`config.mk`:
```
export PLATFORM = sky130hd
export DESIGN_NAME = umif_front_end
export DESIGN_NICKNAME = d
export VERILOG_FILES = /design/src/core/umif_front_end.v /design/src/core/umif_debounce.v
export VERILOG_INCLUDE_DIRS = /design/src /design/src/shared
export SDC_FILE = /design/constraint.sdc
export NUM_CORES = 1
export LEC_CHECK = 0
export BUFFER_PORTS_ARGS = -buffer_cell sky130_fd_sc_hd__buf_4
export CORE_ASPECT_RATIO = 0.6
export CORE_MARGIN = 2
export CORE_UTILIZATION = 28
export DETAILED_ROUTE_END_ITERATION = 16
export GPL_ROUTABILITY_DRIVEN = 0
export GPL_TIMING_DRIVEN = 0
export SLEW_MARGIN = 30
export SYNTH_ARGS = -nofsm -noshare
export SYNTH_HDL_FRONTEND = slang
export SYNTH_SLANG_ARGS = --single-unit
```
`constraint.sdc`:
```
create_clock -name clk -period 3.4 [get_ports clk]
set_input_delay 0.17 -clock clk [delete_from_list [all_inputs] [get_ports clk]]
set_output_delay 0.17 -clock clk [all_outputs]
set_load 0.05 [all_outputs]
```
`src/shared/umif_regs.vh`:
```
// constants for the mouse input front end: timing counts, modes, codes
// assumes a single 250 MHz clock and a synchronous active-high reset
`ifndef UMIF_REGS_VH
`define UMIF_REGS_VH

// ============================================================
// clock and debounce timing
`define UMIF_CLK_PERIOD_NS 4
`define UMIF_DEBOUNCE_MS 10
// 10 ms at a 4 ns clock, sized to the hold counter so no bits are lost
`define UMIF_DEBOUNCE_CYC 22'h2625a0
`define UMIF_DB_CNT_W 22

// ============================================================
// button and wheel layout
`define UMIF_NUM_BTN 5
`define UMIF_BTN_LEFT 0
`define UMIF_BTN_WHEEL 1
`define UMIF_BTN_RIGHT 2
`define UMIF_BTN_FOURTH 3
`define UMIF_BTN_FIFTH 4
`define UMIF_STEPS_PER_DETENT 3'h2
`define UMIF_WHEEL_MAX 8'h7f
`define UMIF_WHEEL_MIN 8'h81

// ============================================================
// identity codes (values arbitrary, not tied to any product)
`define UMIF_VENDOR_ID 16'h1a2b
`define UMIF_PRODUCT_3BTN 16'h0a01
`define UMIF_PRODUCT_5BTN 16'h0a02

// ============================================================
// descriptor type codes as carried in a get-descriptor request
`define UMIF_DESC_DEVICE 8'h01
`define UMIF_DESC_CONFIG 8'h02
`define UMIF_DESC_HID_REPORT 8'h22
`define UMIF_SEL_NONE 2'h0
`define UMIF_SEL_DEVICE 2'h1
`define UMIF_SEL_CONFIG 2'h2
`define UMIF_SEL_REPORT 2'h3

// ============================================================
// link states
`define UMIF_ST_POWERED 2'h0
`define UMIF_ST_DEFAULT 2'h1
`define UMIF_ST_ADDRESSED 2'h2
`define UMIF_ST_ENUMERATED 2'h3
`define UMIF_DEFAULT_ADDR 7'h00

`endif

```
`src/core/umif_front_end.v`:
```
// mouse input front end: buttons, scroll wheel, option straps, link bring-up
// assumes a packet engine outside that decodes tokens and standard requests
//
// Behaviour
// - a low button input means pressed and a high one means released.
// - each button is debounced for a fixed interval inside 9 to 17 ms.
// - the basic setup watches left, wheel and right buttons.
// - the two wheel phases are decoded as a quadrature pair giving direction.
// - the device ignores bus traffic until the host has issued a bus reset.
// - the device enables its D- pull-up to announce that it is attached.
// - after set-address the device answers only its new address.
// - the device returns device, configuration and report descriptors on request.
// - fiveButtonSel low at the first edge after reset release selects the three-button identity.
// - the five-button setup has its own identity and reads the straps as buttons.
`timescale 1ns/10ps
`include "umif_regs.vh"

module umif_front_end #(
	parameter [`UMIF_DB_CNT_W-1:0] DEBOUNCE_CYC = `UMIF_DEBOUNCE_CYC
) (
	// clock and reset
	input wire clk,
	input wire sys_rst,
	// switches, active low; fiveButtonSel is high for the five-button setup
	input wire button_input_1,
	input wire button_input_2,
	input wire button_input_3,
	input wire option_strap_0,
	input wire option_strap_1,
	input wire fiveButtonSel,
	// wheel encoder
	input wire wheel_phase_a,
	input wire wheel_phase_b,
	// packet engine requests
	input wire busResetDet,
	input wire tokValid,
	input wire [6:0] tokAddr,
	input wire setAddrValid,
	input wire [6:0] setAddrVal,
	input wire descReq,
	input wire [7:0] descType,
	input wire reportTake,
	// link control and answers
	output reg dmPullupEn_r,
	output reg tokAccept_r,
	output reg descAck_r,
	output reg descStall_r,
	output reg [1:0] descSel_r,
	output reg [6:0] devAddr_r,
	output reg [1:0] linkState_r,
	output reg enumDone_r,
	// identity
	output reg fiveButtonMode_r,
	output reg [15:0] vendorId_r,
	output reg [15:0] productId_r,
	// movement report
	output reg reportPending_r,
	output reg [4:0] buttonsPressed_r,
	output reg [7:0] wheelDelta_r
);

	// ============================================================
	// configuration capture
	reg rstSeen_r;

	// the mode is caught on the first edge after reset release,
	// never by the reset itself
	always @(posedge clk) begin
		if (sys_rst) begin
			rstSeen_r <= 1'b0;
			fiveButtonMode_r <= 1'b0;
			vendorId_r <= 16'h0000;
			productId_r <= 16'h0000;
		end else if (!rstSeen_r) begin
			rstSeen_r <= 1'b1;
			vendorId_r <= `UMIF_VENDOR_ID;
			if (fiveButtonSel) begin
				fiveButtonMode_r <= 1'b1;
				productId_r <= `UMIF_PRODUCT_5BTN;
			end else begin
				fiveButtonMode_r <= 1'b0;
				productId_r <= `UMIF_PRODUCT_3BTN;
			end
		end
	end

	// ============================================================
	// button debouncers, one per button and strap input
	wire [4:0] rawBtn;
	wire [4:0] stableBtn;
	wire [4:0] btnChanged;

	assign rawBtn = {option_strap_1, option_strap_0, button_input_3, button_input_2,
		button_input_1};

	genvar gi;
	generate
		for (gi = 0; gi < `UMIF_NUM_BTN; gi = gi + 1) begin : g_btn
			umif_debounce #(
				.HOLD_CYC(DEBOUNCE_CYC)
			) u_db (
				.clk(clk),
				.sys_rst(sys_rst),
				.rawLevel(rawBtn[gi]),
				.stableLevel_r(stableBtn[gi]),
				.changed_r(btnChanged[gi])
			);
		end
	endgenerate

	// pressed is low on the pin; in three-button mode the straps sit at the
	// supply and must not show up as buttons
	wire [4:0] pressedNow;
	wire [4:0] btnEnable;
	assign btnEnable = fiveButtonMode_r ? 5'h1f : 5'h07;
	assign pressedNow = (~stableBtn) & btnEnable;
	wire btnEvent;
	assign btnEvent = |(btnChanged & btnEnable);

	// ============================================================
	// wheel quadrature decoder
	reg [1:0] phasePrev_r;
	reg [2:0] subStep_r;
	reg subDir_r;
	wire [1:0] phaseNow;
	reg stepUp;
	reg stepDown;
	reg badJump;

	assign phaseNow = {wheel_phase_a, wheel_phase_b};

	// gray order 00-01-11-10 is one direction, the reverse the other
	always @* begin
		stepUp = 1'b0;
		stepDown = 1'b0;
		badJump = 1'b0;
		case ({phasePrev_r, phaseNow})
			4'h1, 4'h7, 4'he, 4'h8: stepUp = 1'b1;
			4'h2, 4'hb, 4'hd, 4'h4: stepDown = 1'b1;
			4'h3, 4'hc, 4'h6, 4'h9: badJump = 1'b1;
			default: begin
				stepUp = 1'b0;
			end
		endcase
	end

	// sub-steps gather until a whole detent; a reversal or a double jump
	// throws away the partial step so contact chatter cannot add counts
	reg detentUp;
	reg detentDown;
	always @(posedge clk) begin
		if (sys_rst) begin
			phasePrev_r <= 2'h3;
			subStep_r <= 3'h0;
			subDir_r <= 1'b0;
		end else begin
			phasePrev_r <= phaseNow;
			if (badJump) begin
				subStep_r <= 3'h0;
			end else if (stepUp || stepDown) begin
				if (subStep_r != 3'h0 && subDir_r != stepUp) begin
					subStep_r <= 3'h1;
				end else if (subStep_r + 3'h1 >= `UMIF_STEPS_PER_DETENT) begin
					subStep_r <= 3'h0;
				end else begin
					subStep_r <= subStep_r + 3'h1;
				end
				subDir_r <= stepUp;
			end
		end
	end

	always @* begin
		detentUp = 1'b0;
		detentDown = 1'b0;
		if ((stepUp || stepDown) && !(subStep_r != 3'h0 && subDir_r != stepUp) &&
			(subStep_r + 3'h1 >= `UMIF_STEPS_PER_DETENT)) begin
			detentUp = stepUp;
			detentDown = stepDown;
		end
	end

	// ============================================================
	// wheel accumulator, saturating signed 8 bits
	reg [7:0] wheelAcc_r;
	reg [7:0] accBase;
	reg [7:0] wheelAcc_nxt;

	// a detent in the same cycle as a report take is kept for the next one
	always @* begin
		accBase = reportTake ? 8'h00 : wheelAcc_r;
		wheelAcc_nxt = accBase;
		if (detentUp && accBase != `UMIF_WHEEL_MAX) begin
			wheelAcc_nxt = accBase + 8'h01;
		end else if (detentDown && accBase != `UMIF_WHEEL_MIN) begin
			wheelAcc_nxt = accBase - 8'h01;
		end
	end

	always @(posedge clk) begin
		if (sys_rst) begin
			wheelAcc_r <= 8'h00;
		end else begin
			wheelAcc_r <= wheelAcc_nxt;
		end
	end

	// ============================================================
	// movement report staging
	reg [4:0] reportedBtn_r;

	// pending rises on any button change or nonzero wheel count, only once
	// the link is enumerated; new events win over a take in the same cycle
	always @(posedge clk) begin
		if (sys_rst) begin
			reportPending_r <= 1'b0;
			buttonsPressed_r <= 5'h00;
			wheelDelta_r <= 8'h00;
			reportedBtn_r <= 5'h00;
		end else begin
			buttonsPressed_r <= pressedNow;
			wheelDelta_r <= wheelAcc_nxt;
			if (reportTake) begin
				reportedBtn_r <= buttonsPressed_r;
			end
			if (linkState_r != `UMIF_ST_ENUMERATED) begin
				reportPending_r <= 1'b0;
			end else if (btnEvent || detentUp || detentDown) begin
				reportPending_r <= 1'b1;
			end else if (reportTake) begin
				reportPending_r <= 1'b0;
			end else if (wheelAcc_r != 8'h00 || pressedNow != reportedBtn_r) begin
				reportPending_r <= 1'b1;
			end
		end
	end

	// ============================================================
	// link state machine
	localparam [1:0] ST_POWERED = `UMIF_ST_POWERED;
	localparam [1:0] ST_DEFAULT = `UMIF_ST_DEFAULT;
	localparam [1:0] ST_ADDRESSED = `UMIF_ST_ADDRESSED;
	localparam [1:0] ST_ENUMERATED = `UMIF_ST_ENUMERATED;

	wire addrHit;
	wire linkLive;
	assign linkLive = rstSeen_r && (linkState_r != ST_POWERED);
	assign addrHit = (tokAddr == devAddr_r);

	// a bus reset from any state returns to default with address zero;
	// nothing is answered while still powered, the host resets first
	always @(posedge clk) begin
		if (sys_rst) begin
			linkState_r <= ST_POWERED;
			devAddr_r <= `UMIF_DEFAULT_ADDR;
			dmPullupEn_r <= 1'b0;
			enumDone_r <= 1'b0;
		end else begin
			dmPullupEn_r <= rstSeen_r;
			if (busResetDet) begin
				linkState_r <= ST_DEFAULT;
				devAddr_r <= `UMIF_DEFAULT_ADDR;
				enumDone_r <= 1'b0;
			end else begin
				case (linkState_r)
					ST_POWERED: begin
						linkState_r <= ST_POWERED;
					end
					ST_DEFAULT: begin
						if (setAddrValid && setAddrVal != `UMIF_DEFAULT_ADDR) begin
							devAddr_r <= setAddrVal;
							linkState_r <= ST_ADDRESSED;
						end
					end
					ST_ADDRESSED: begin
						if (setAddrValid) begin
							devAddr_r <= setAddrVal;
						end
						if (descReq && addrHit && descType == `UMIF_DESC_HID_REPORT) begin
							linkState_r <= ST_ENUMERATED;
							enumDone_r <= 1'b1;
						end
					end
					ST_ENUMERATED: begin
						enumDone_r <= 1'b1;
					end
					default: begin
						linkState_r <= ST_POWERED;
					end
				endcase
			end
		end
	end

	// ============================================================
	// token filter and descriptor answers
	always @(posedge clk) begin
		if (sys_rst) begin
			tokAccept_r <= 1'b0;
			descAck_r <= 1'b0;
			descStall_r <= 1'b0;
			descSel_r <= `UMIF_SEL_NONE;
		end else begin
			tokAccept_r <= tokValid && linkLive && addrHit && !busResetDet;
			descAck_r <= 1'b0;
			descStall_r <= 1'b0;
			if (descReq && linkLive && addrHit && !busResetDet) begin
				case (descType)
					`UMIF_DESC_DEVICE: begin
						descAck_r <= 1'b1;
						descSel_r <= `UMIF_SEL_DEVICE;
					end
					`UMIF_DESC_CONFIG: begin
						descAck_r <= 1'b1;
						descSel_r <= `UMIF_SEL_CONFIG;
					end
					`UMIF_DESC_HID_REPORT: begin
						descAck_r <= 1'b1;
						descSel_r <= `UMIF_SEL_REPORT;
					end
					default: begin
						descStall_r <= 1'b1;
						descSel_r <= `UMIF_SEL_NONE;
					end
				endcase
			end
		end
	end

endmodule // umif_front_end

```
`src/core/umif_debounce.v`:
```
// one switch debouncer: reports a new level only after it held steady
// assumes the raw input is already synchronous to clk
`timescale 1ns/10ps
`include "umif_regs.vh"

module umif_debounce #(
	parameter [`UMIF_DB_CNT_W-1:0] HOLD_CYC = `UMIF_DEBOUNCE_CYC
) (
	// clock and reset
	input wire clk,
	input wire sys_rst,
	// switch side
	input wire rawLevel,
	// filtered side
	output reg stableLevel_r,
	output reg changed_r
);

	// ============================================================
	// hold counter
	reg [`UMIF_DB_CNT_W-1:0] holdCnt_r;

	// restart the count whenever the raw level agrees with the stable one;
	// bounces shorter than the hold time therefore never reach the output
	always @(posedge clk) begin
		if (sys_rst) begin
			holdCnt_r <= {`UMIF_DB_CNT_W{1'b0}};
			stableLevel_r <= 1'b1; // idle high, released
			changed_r <= 1'b0;
		end else if (rawLevel == stableLevel_r) begin
			holdCnt_r <= {`UMIF_DB_CNT_W{1'b0}};
			changed_r <= 1'b0;
		end else if (holdCnt_r >= HOLD_CYC - 1'b1) begin
			holdCnt_r <= {`UMIF_DB_CNT_W{1'b0}};
			stableLevel_r <= rawLevel;
			changed_r <= 1'b1;
		end else begin
			holdCnt_r <= holdCnt_r + 1'b1;
			changed_r <= 1'b0;
		end
	end

endmodule // umif_debounce

```
Word level (Yosys, flattened, before mapping):

Index checks and enable logic that the tools add are counted.

* equal/unequal tests: 34
* add/sub/neg operators: 8
* multiplexer cells: 34
* reductions and logical operators: 60
* magnitude comparators: 6
* bitwise operators: 10

Operators with widths (count)
* adder 22 x 1 -> 22 bit (second input constant): 5
* greater-or-equal comparator 22 bit (second input constant): 5
* == test 4 bit (second input constant): 6
* two-way mux 8 bit: 3
* two-way mux 1 bit: 19
* OR reduction 2 bit: 9
* OR reduction 3 bit: 6
* logical AND 1 bit: 15
* two-way mux 7 bit: 2
* case mux 7 bit (2 select lines): 1
* AND reduction 2 bit: 7
* == test 4 x 3 -> 1 bit (second input constant): 3
* case mux 2 bit (3 select lines): 2
* OR reduction 4 bit: 3
* AND 5 bit: 2
* AND reduction 3 bit: 3
* nonzero test 3 bit: 3
* adder 8 x 1 -> 8 bit (second input constant): 1
* == test 4 x 2 -> 1 bit (second input constant): 2
* == test 8 x 1 -> 1 bit (second input constant): 1
* == test 8 x 2 -> 1 bit (second input constant): 1
* == test 8 x 6 -> 1 bit (second input constant): 1
* != test 2 bit (second input constant): 4
* != test 8 x 7 -> 1 bit (second input constant): 1
* other kinds (26): 47

* input bits: 37
* word-level logic and storage cells: 187
* flip-flop bits (word level): 180

Depth between registers and ports, before layout:

* depth after elaboration: 12
* gate-level depth with buffers: 13

By module:

From an unflattened synthesis, not the netlist that was laid out.

* cells, all modules: 978
* area, all modules: 8391.8 µm²

By module, submodules not included
* umif_debounce: instances 5, area an instance 1148.6 µm², cells each 134
* umif_front_end: instances 1, area an instance 2648.8 µm², cells each 308

Worst setup path after synthesis:

No wires, ideal clock.

* path type: register -> register
* from: reg wheelDelta_r[1] (netlist name)
* to: reg wheelDelta_r[6]
* buffers on the path: 1
* path slack: 0.900 ns
* period minus slack after synthesis: 2.500 ns
* required time: 3.330 ns
* setup time: 0.070 ns
* cell stages (with the launch flop): 10
* arrival time: 2.429 ns
* path through: dfxtp_1 nand2_1 ha_1 nor4bb_1 o2bb2ai_1 a2111oi_4 buf_4 a31oi_1 or3_1 a21oi_1

RTL lines
* end signal: assignment: line umif_front_end.v:222 `wheelDelta_r <= wheelAcc_nxt;`
* end: declaration: line umif_front_end.v:59 `output reg [7:0] wheelDelta_r`

Worst setup path in the final report:

* from: in reportTake
* to: reg wheelDelta_r[4]

* cells in the longest elaborated chain, start to end: 5
* elaborated cells between the ends (all ways): 9
* classes of those cells: add/sub: 2; eq/ne: 2; mux: 3; reduce/logical: 2

Ends and longest elaborated chain
* start: declaration: line umif_front_end.v:42 `input wire reportTake,`
* two-way mux 8 bit (*): line umif_front_end.v:191 `accBase = reportTake ? 8'h00 : wheelAcc_r;`
* branches (longest 3 deep; another with subtractor 8 x 1 -> 8 bit)
* two-way mux 8 bit (*): line umif_front_end.v:193 `` if (detentUp && accBase != `UMIF_WHEEL_MAX) begin ``

Mark *: on every way between the ends.
A chain may end at the register's enable or synchronous reset.

==> results by group <==
GRT
  • Global-route wire length before repair: between 20000 and 30000 um
  • Vias in the first global route: 5548
  • Grt peak-use layer: met1
  • Tot GR Track Use: 11.76%
  • GR Util met1: 17.84%
  • Largest net degree at the start of global routing: 17
  • GR Util met3: 3.034%
  • Grt ovf: 0
  • Initial antenna violation count: 0
  • Met2 Resource Use GR: 16.05%

Drt
  • Drt initial violations: 395
  • DRT Pass-1 Iters: 5
  • Final ANT Viol Nets: 0
  • Mean routed wirelength per cell: 11.94 um
  • Drt drc: 0
  • Vias: 6182
  • Vias/cell: ~4.4
  • Final WL: 16710 um

Yosys
  • Syn. warnings: 0
  • Compound-Gate Fraction of Synth Area: 7.537%
  • Post-synth EDFFs: 0
  • Post-synth ARST share: 0%
  • Post-synthesis register bit count: about 170
  • XOR/XNOR share of the synthesized area: 13.61%
  • Portion of netlist area occupied by mux cells: 1.675%
  • Largest family of logic cells by synthesized area: simple AND/OR/NAND/NOR gates
  • Post-Synth Adder-Cell Area: under 10%
  • Synthesized area per cell: just under 9 um^2
  • Cells after Synth: slightly below 900
  • Post-synthesis sequential area ratio: 42.52%
  • Top FF cell, synth: dfxtp_1
  • Simple-gate portion of the synthesized area: 26.90%
  • Mapped cell area: 7769 um^2
  • Cell variety after synth: 67

Cells and area
  • Register area: around 3300 um^2
  • Multi-input gate area: between 4000 and 5000 um^2
  • Final Net Count: ~1100
  • # fillers: 2806
  • Area delta synth->final: 23.21%
  • Share of layout cells above drive strength 1: about 16%
  • Ant. Diodes: 0

Clocking
  • Worst-Skew Late Latency: between 0.4 and 0.5 ns
  • Postcts setup bufs: 0
  • Clk root buf: clkbuf_16
  • H-tree depth: 4
  • Clock-pin slew on the worst setup and hold paths: 0.07 ns
  • CTS max path bufs: 2
  • CTS tree: done
  • CTS buffer count: 17
  • CTS Sinks: approximately 170

Worst setup path
  • Max stage delay on crit path: 0.40 ns
  • Critical path's slowest cell: nor4bb_1
  • CP most frequent cell: buf_4
  • CP Class: in2reg
  • Worst endpoint required time: between 3 and 4 ns
  • Startpoint types: primary input
  • Critical Path Sink Type: register
  • Worst-path cell chain: buf_4, buf_4, inv_1, clkbuf_1, nand2_1, inv_1, ha_1, nor4bb_1, o2bb2ai_1, a2111oi_4, buf_4, a32oi_1, xnor2_1, nor2_1
  • CP arrival: around 2.7 ns
  • Worst-path maximum fanout: 10
  • Reg2Reg Depth: 8

Timing
  • RSZ-0062 raised after global routing: false
  • Hold slack: 0.01944 ns
  • Tcrit/Tclk final: 71.60%
  • Hold Violations, Final: 0
  • Setup violators final: 0
  • Slew Limit Fails: 0
  • Least-Margin Pin Slew: 0.8112 ns
  • Minimum clock period: between 2 and 2.5 ns
  • Clock Skews: just over 0.008 ns
  • Total Neg Setup Slack: 0 ns
  • Max-Slew Margin vs Limit: between 40% and 50%
  • F_max: 0.4108 GHz

Power
  • P per Cell Area: 462.9 nW/um^2
  • Overall power consumption: 4431 uW
  • LEAKAGE: around 0.0037 uW
  • Worst IR Drop VDD: 315.0 uV

Min path
  • WHS Path Cells: 3
  • HP Class: in2reg

Job
  • Max Cap Viol: 0

Die
  • Chip height: 133.0 um
  • Core box area: 27400 um^2
  • # rows: 47
  • Die X: 219.0 um
  • Die area: ~29000 um^2
  • Initial core utilization: between 20% and 30%
  • # IOs: 100

Placed design
  • Hpwl dp: 12310 um
  • Port Buf Inserts: 77

Run status
  • Status: finished, final reports clean
==> critical path, delay by kind of cell <==
family / cells / cell delay (ns)
buffers and inverters: 6 / 1.08
and+or+nand+nor: 3 / 0.64
AOI/OAI and AO/OA: 3 / 0.54
adders and majority gates: 1 / 0.14
xor gates and xnor gates: 1 / 0.14
==> synth_stat cells, types with 3 or more instances <==
library cell	count	share of area (%)
mux2i_1	13	1.7
nor4_1	5	0.40
or2_2	4	0.32
o21ai_0	11	0.71
xor2_1	63	7.1
o211ai_1	5	0.48
nand4_1	17	1.4
o41ai_1	3	0.34
buf_2	4	0.26
nor2b_1	9	0.72
and3_1	23	1.9
ha_1	15	2.4
a211oi_1	3	0.29
a22oi_1	3	0.29
clkbuf_1	16	0.77
or4_1	3	0.29
nor3_1	29	1.9
nand2b_1	5	0.40
buf_4	32	3.1
nor2_1	179	8.6
o311a_1	3	0.39
a31oi_1	5	0.40
or3_1	6	0.48
nand3_1	43	2.8
nor3b_1	3	0.29
inv_1	18	0.87
xnor2_1	54	6.1
a21o_1	4	0.39
and4_1	9	1.0
a21oi_1	24	1.5
and2_1	11	0.89
nand2_1	64	3.1
dfxtp_1	165	43
==> final cells by class <==
class                           instances  area share (%)
Clock buffer                           19           4.627
Tap cell                              367           4.797
Inverter                               18          0.7059
Buffer                                 56           3.595
Clock inverter                         13           1.542
Sequential cell                       165           34.51
Timing Repair Buffer                   87           7.085
Multi-Input combinational cell        674           43.14
==> placed cells by master, fill, tap and decap left out, types with 4 or more instances in the layout <==
master | netlist | routed
nor2_1 | 179 | 179
dfxtp_1 | 165 | 165
buf_4 | 32 | 109
nand2_1 | 64 | 64
xor2_1 | 63 | 63
xnor2_1 | 54 | 54
nand3_1 | 43 | 43
nor3_1 | 29 | 29
a21oi_1 | 24 | 24
and3_1 | 23 | 23
conb_1 | 1 | 21
inv_1 | 18 | 18
clkbuf_1 | 16 | 17
nand4_1 | 17 | 17
clkbuf_16 | 0 | 17
ha_1 | 15 | 15
mux2i_1 | 13 | 13
o21ai_0 | 11 | 11
and2_1 | 11 | 11
dlygate4sd3_1 | 0 | 10
and4_1 | 9 | 9
nor2b_1 | 9 | 9
clkinvlp_4 | 0 | 7
or3_1 | 6 | 6
o211ai_1 | 5 | 5
nand2b_1 | 5 | 5
nor4_1 | 5 | 5
a31oi_1 | 5 | 5
or2_2 | 4 | 4
a21o_1 | 4 | 4
buf_2 | 4 | 4
inv_6 | 0 | 4
==> metrics by stage <==
step                utilization [%]  area [um^2]  setup WS (ns)  std cells
floorplan                         -         7844         0.9004        913
global placement              32.41         8881         0.4966       1357
detailed placement            32.41         8881         0.5765       1357
CTS                           34.93         9572         0.9610       1399
global route                  34.93         9572         0.7229       1399
finish                        34.93         9572         0.9655       1399
==> repair_timing <==
action,in CTS,in global routing
hold buffers,10,0
gates resized for setup,0,0
hold endpoints to repair,10,0
==> state kept, by name, summed over array words and instances, names as in the netlist <==
register                  flops
buttonsPressed_r              5
descAck_r                     1
descSel_r                     2
descStall_r                   1
devAddr_r                     7
dmPullupEn_r                  1
enumDone_r                    1
g_btn.u_db.changed_r          5
g_btn.u_db.holdCnt_r        110
g_btn.u_db.stableLevel_r      5
linkState_r                   2
phasePrev_r                   2
productId_r                   3
reportPending_r               1
reportedBtn_r                 5
rstSeen_r                     1
subDir_r                      1
subStep_r                     3
tokAccept_r                   1
wheelDelta_r                  8
==> cell families after synthesis <==
family | count (synthesis)
adder cells (fa/ha/maj) | 15
flip-flops | 165
AND/OR/NAND/NOR | 426
AO/OA/AOI/OAI | 80
buffers and inverters | 74
XOR/XNOR | 119
multiplexers | 13
other | 1
==> routing by layer <==
metal	wire, um	share of wire (%)	up-vias
li1	-	-	3234
met1	9117	55	2825
met2	6721	40	116
met3	763	4.6	7
met4	108	0.65	0
met5	0	0	-
==> report_power, final <==
| group | internal (uW) | leakage, uW | switching, uW |
|---|---|---|---|
| clock | 1110 | 0.000265 | 816 |
| sequential | 1960 | 0.00133 | 38.6 |
| combinational | 192 | 0.00209 | 314 |
| total | 3260 | 0.00369 | 1170 |
==> final timing paths <==
check | end | from | slack (ns)
setup reg to reg | g_btn[0].u_db.holdCnt_r[19] | g_btn[0].u_db.holdCnt_r[0] | 1.01
hold reg to reg | g_btn[3].u_db.holdCnt_r[0] | g_btn[3].u_db.holdCnt_r[0] | 0.46
hold / removal | devAddr_r[2] | setAddrVal[2] | 0.02
setup / recovery | wheelDelta_r[4] | reportTake | 0.97
No activity file was read; power rests on OpenSTA's default activity.
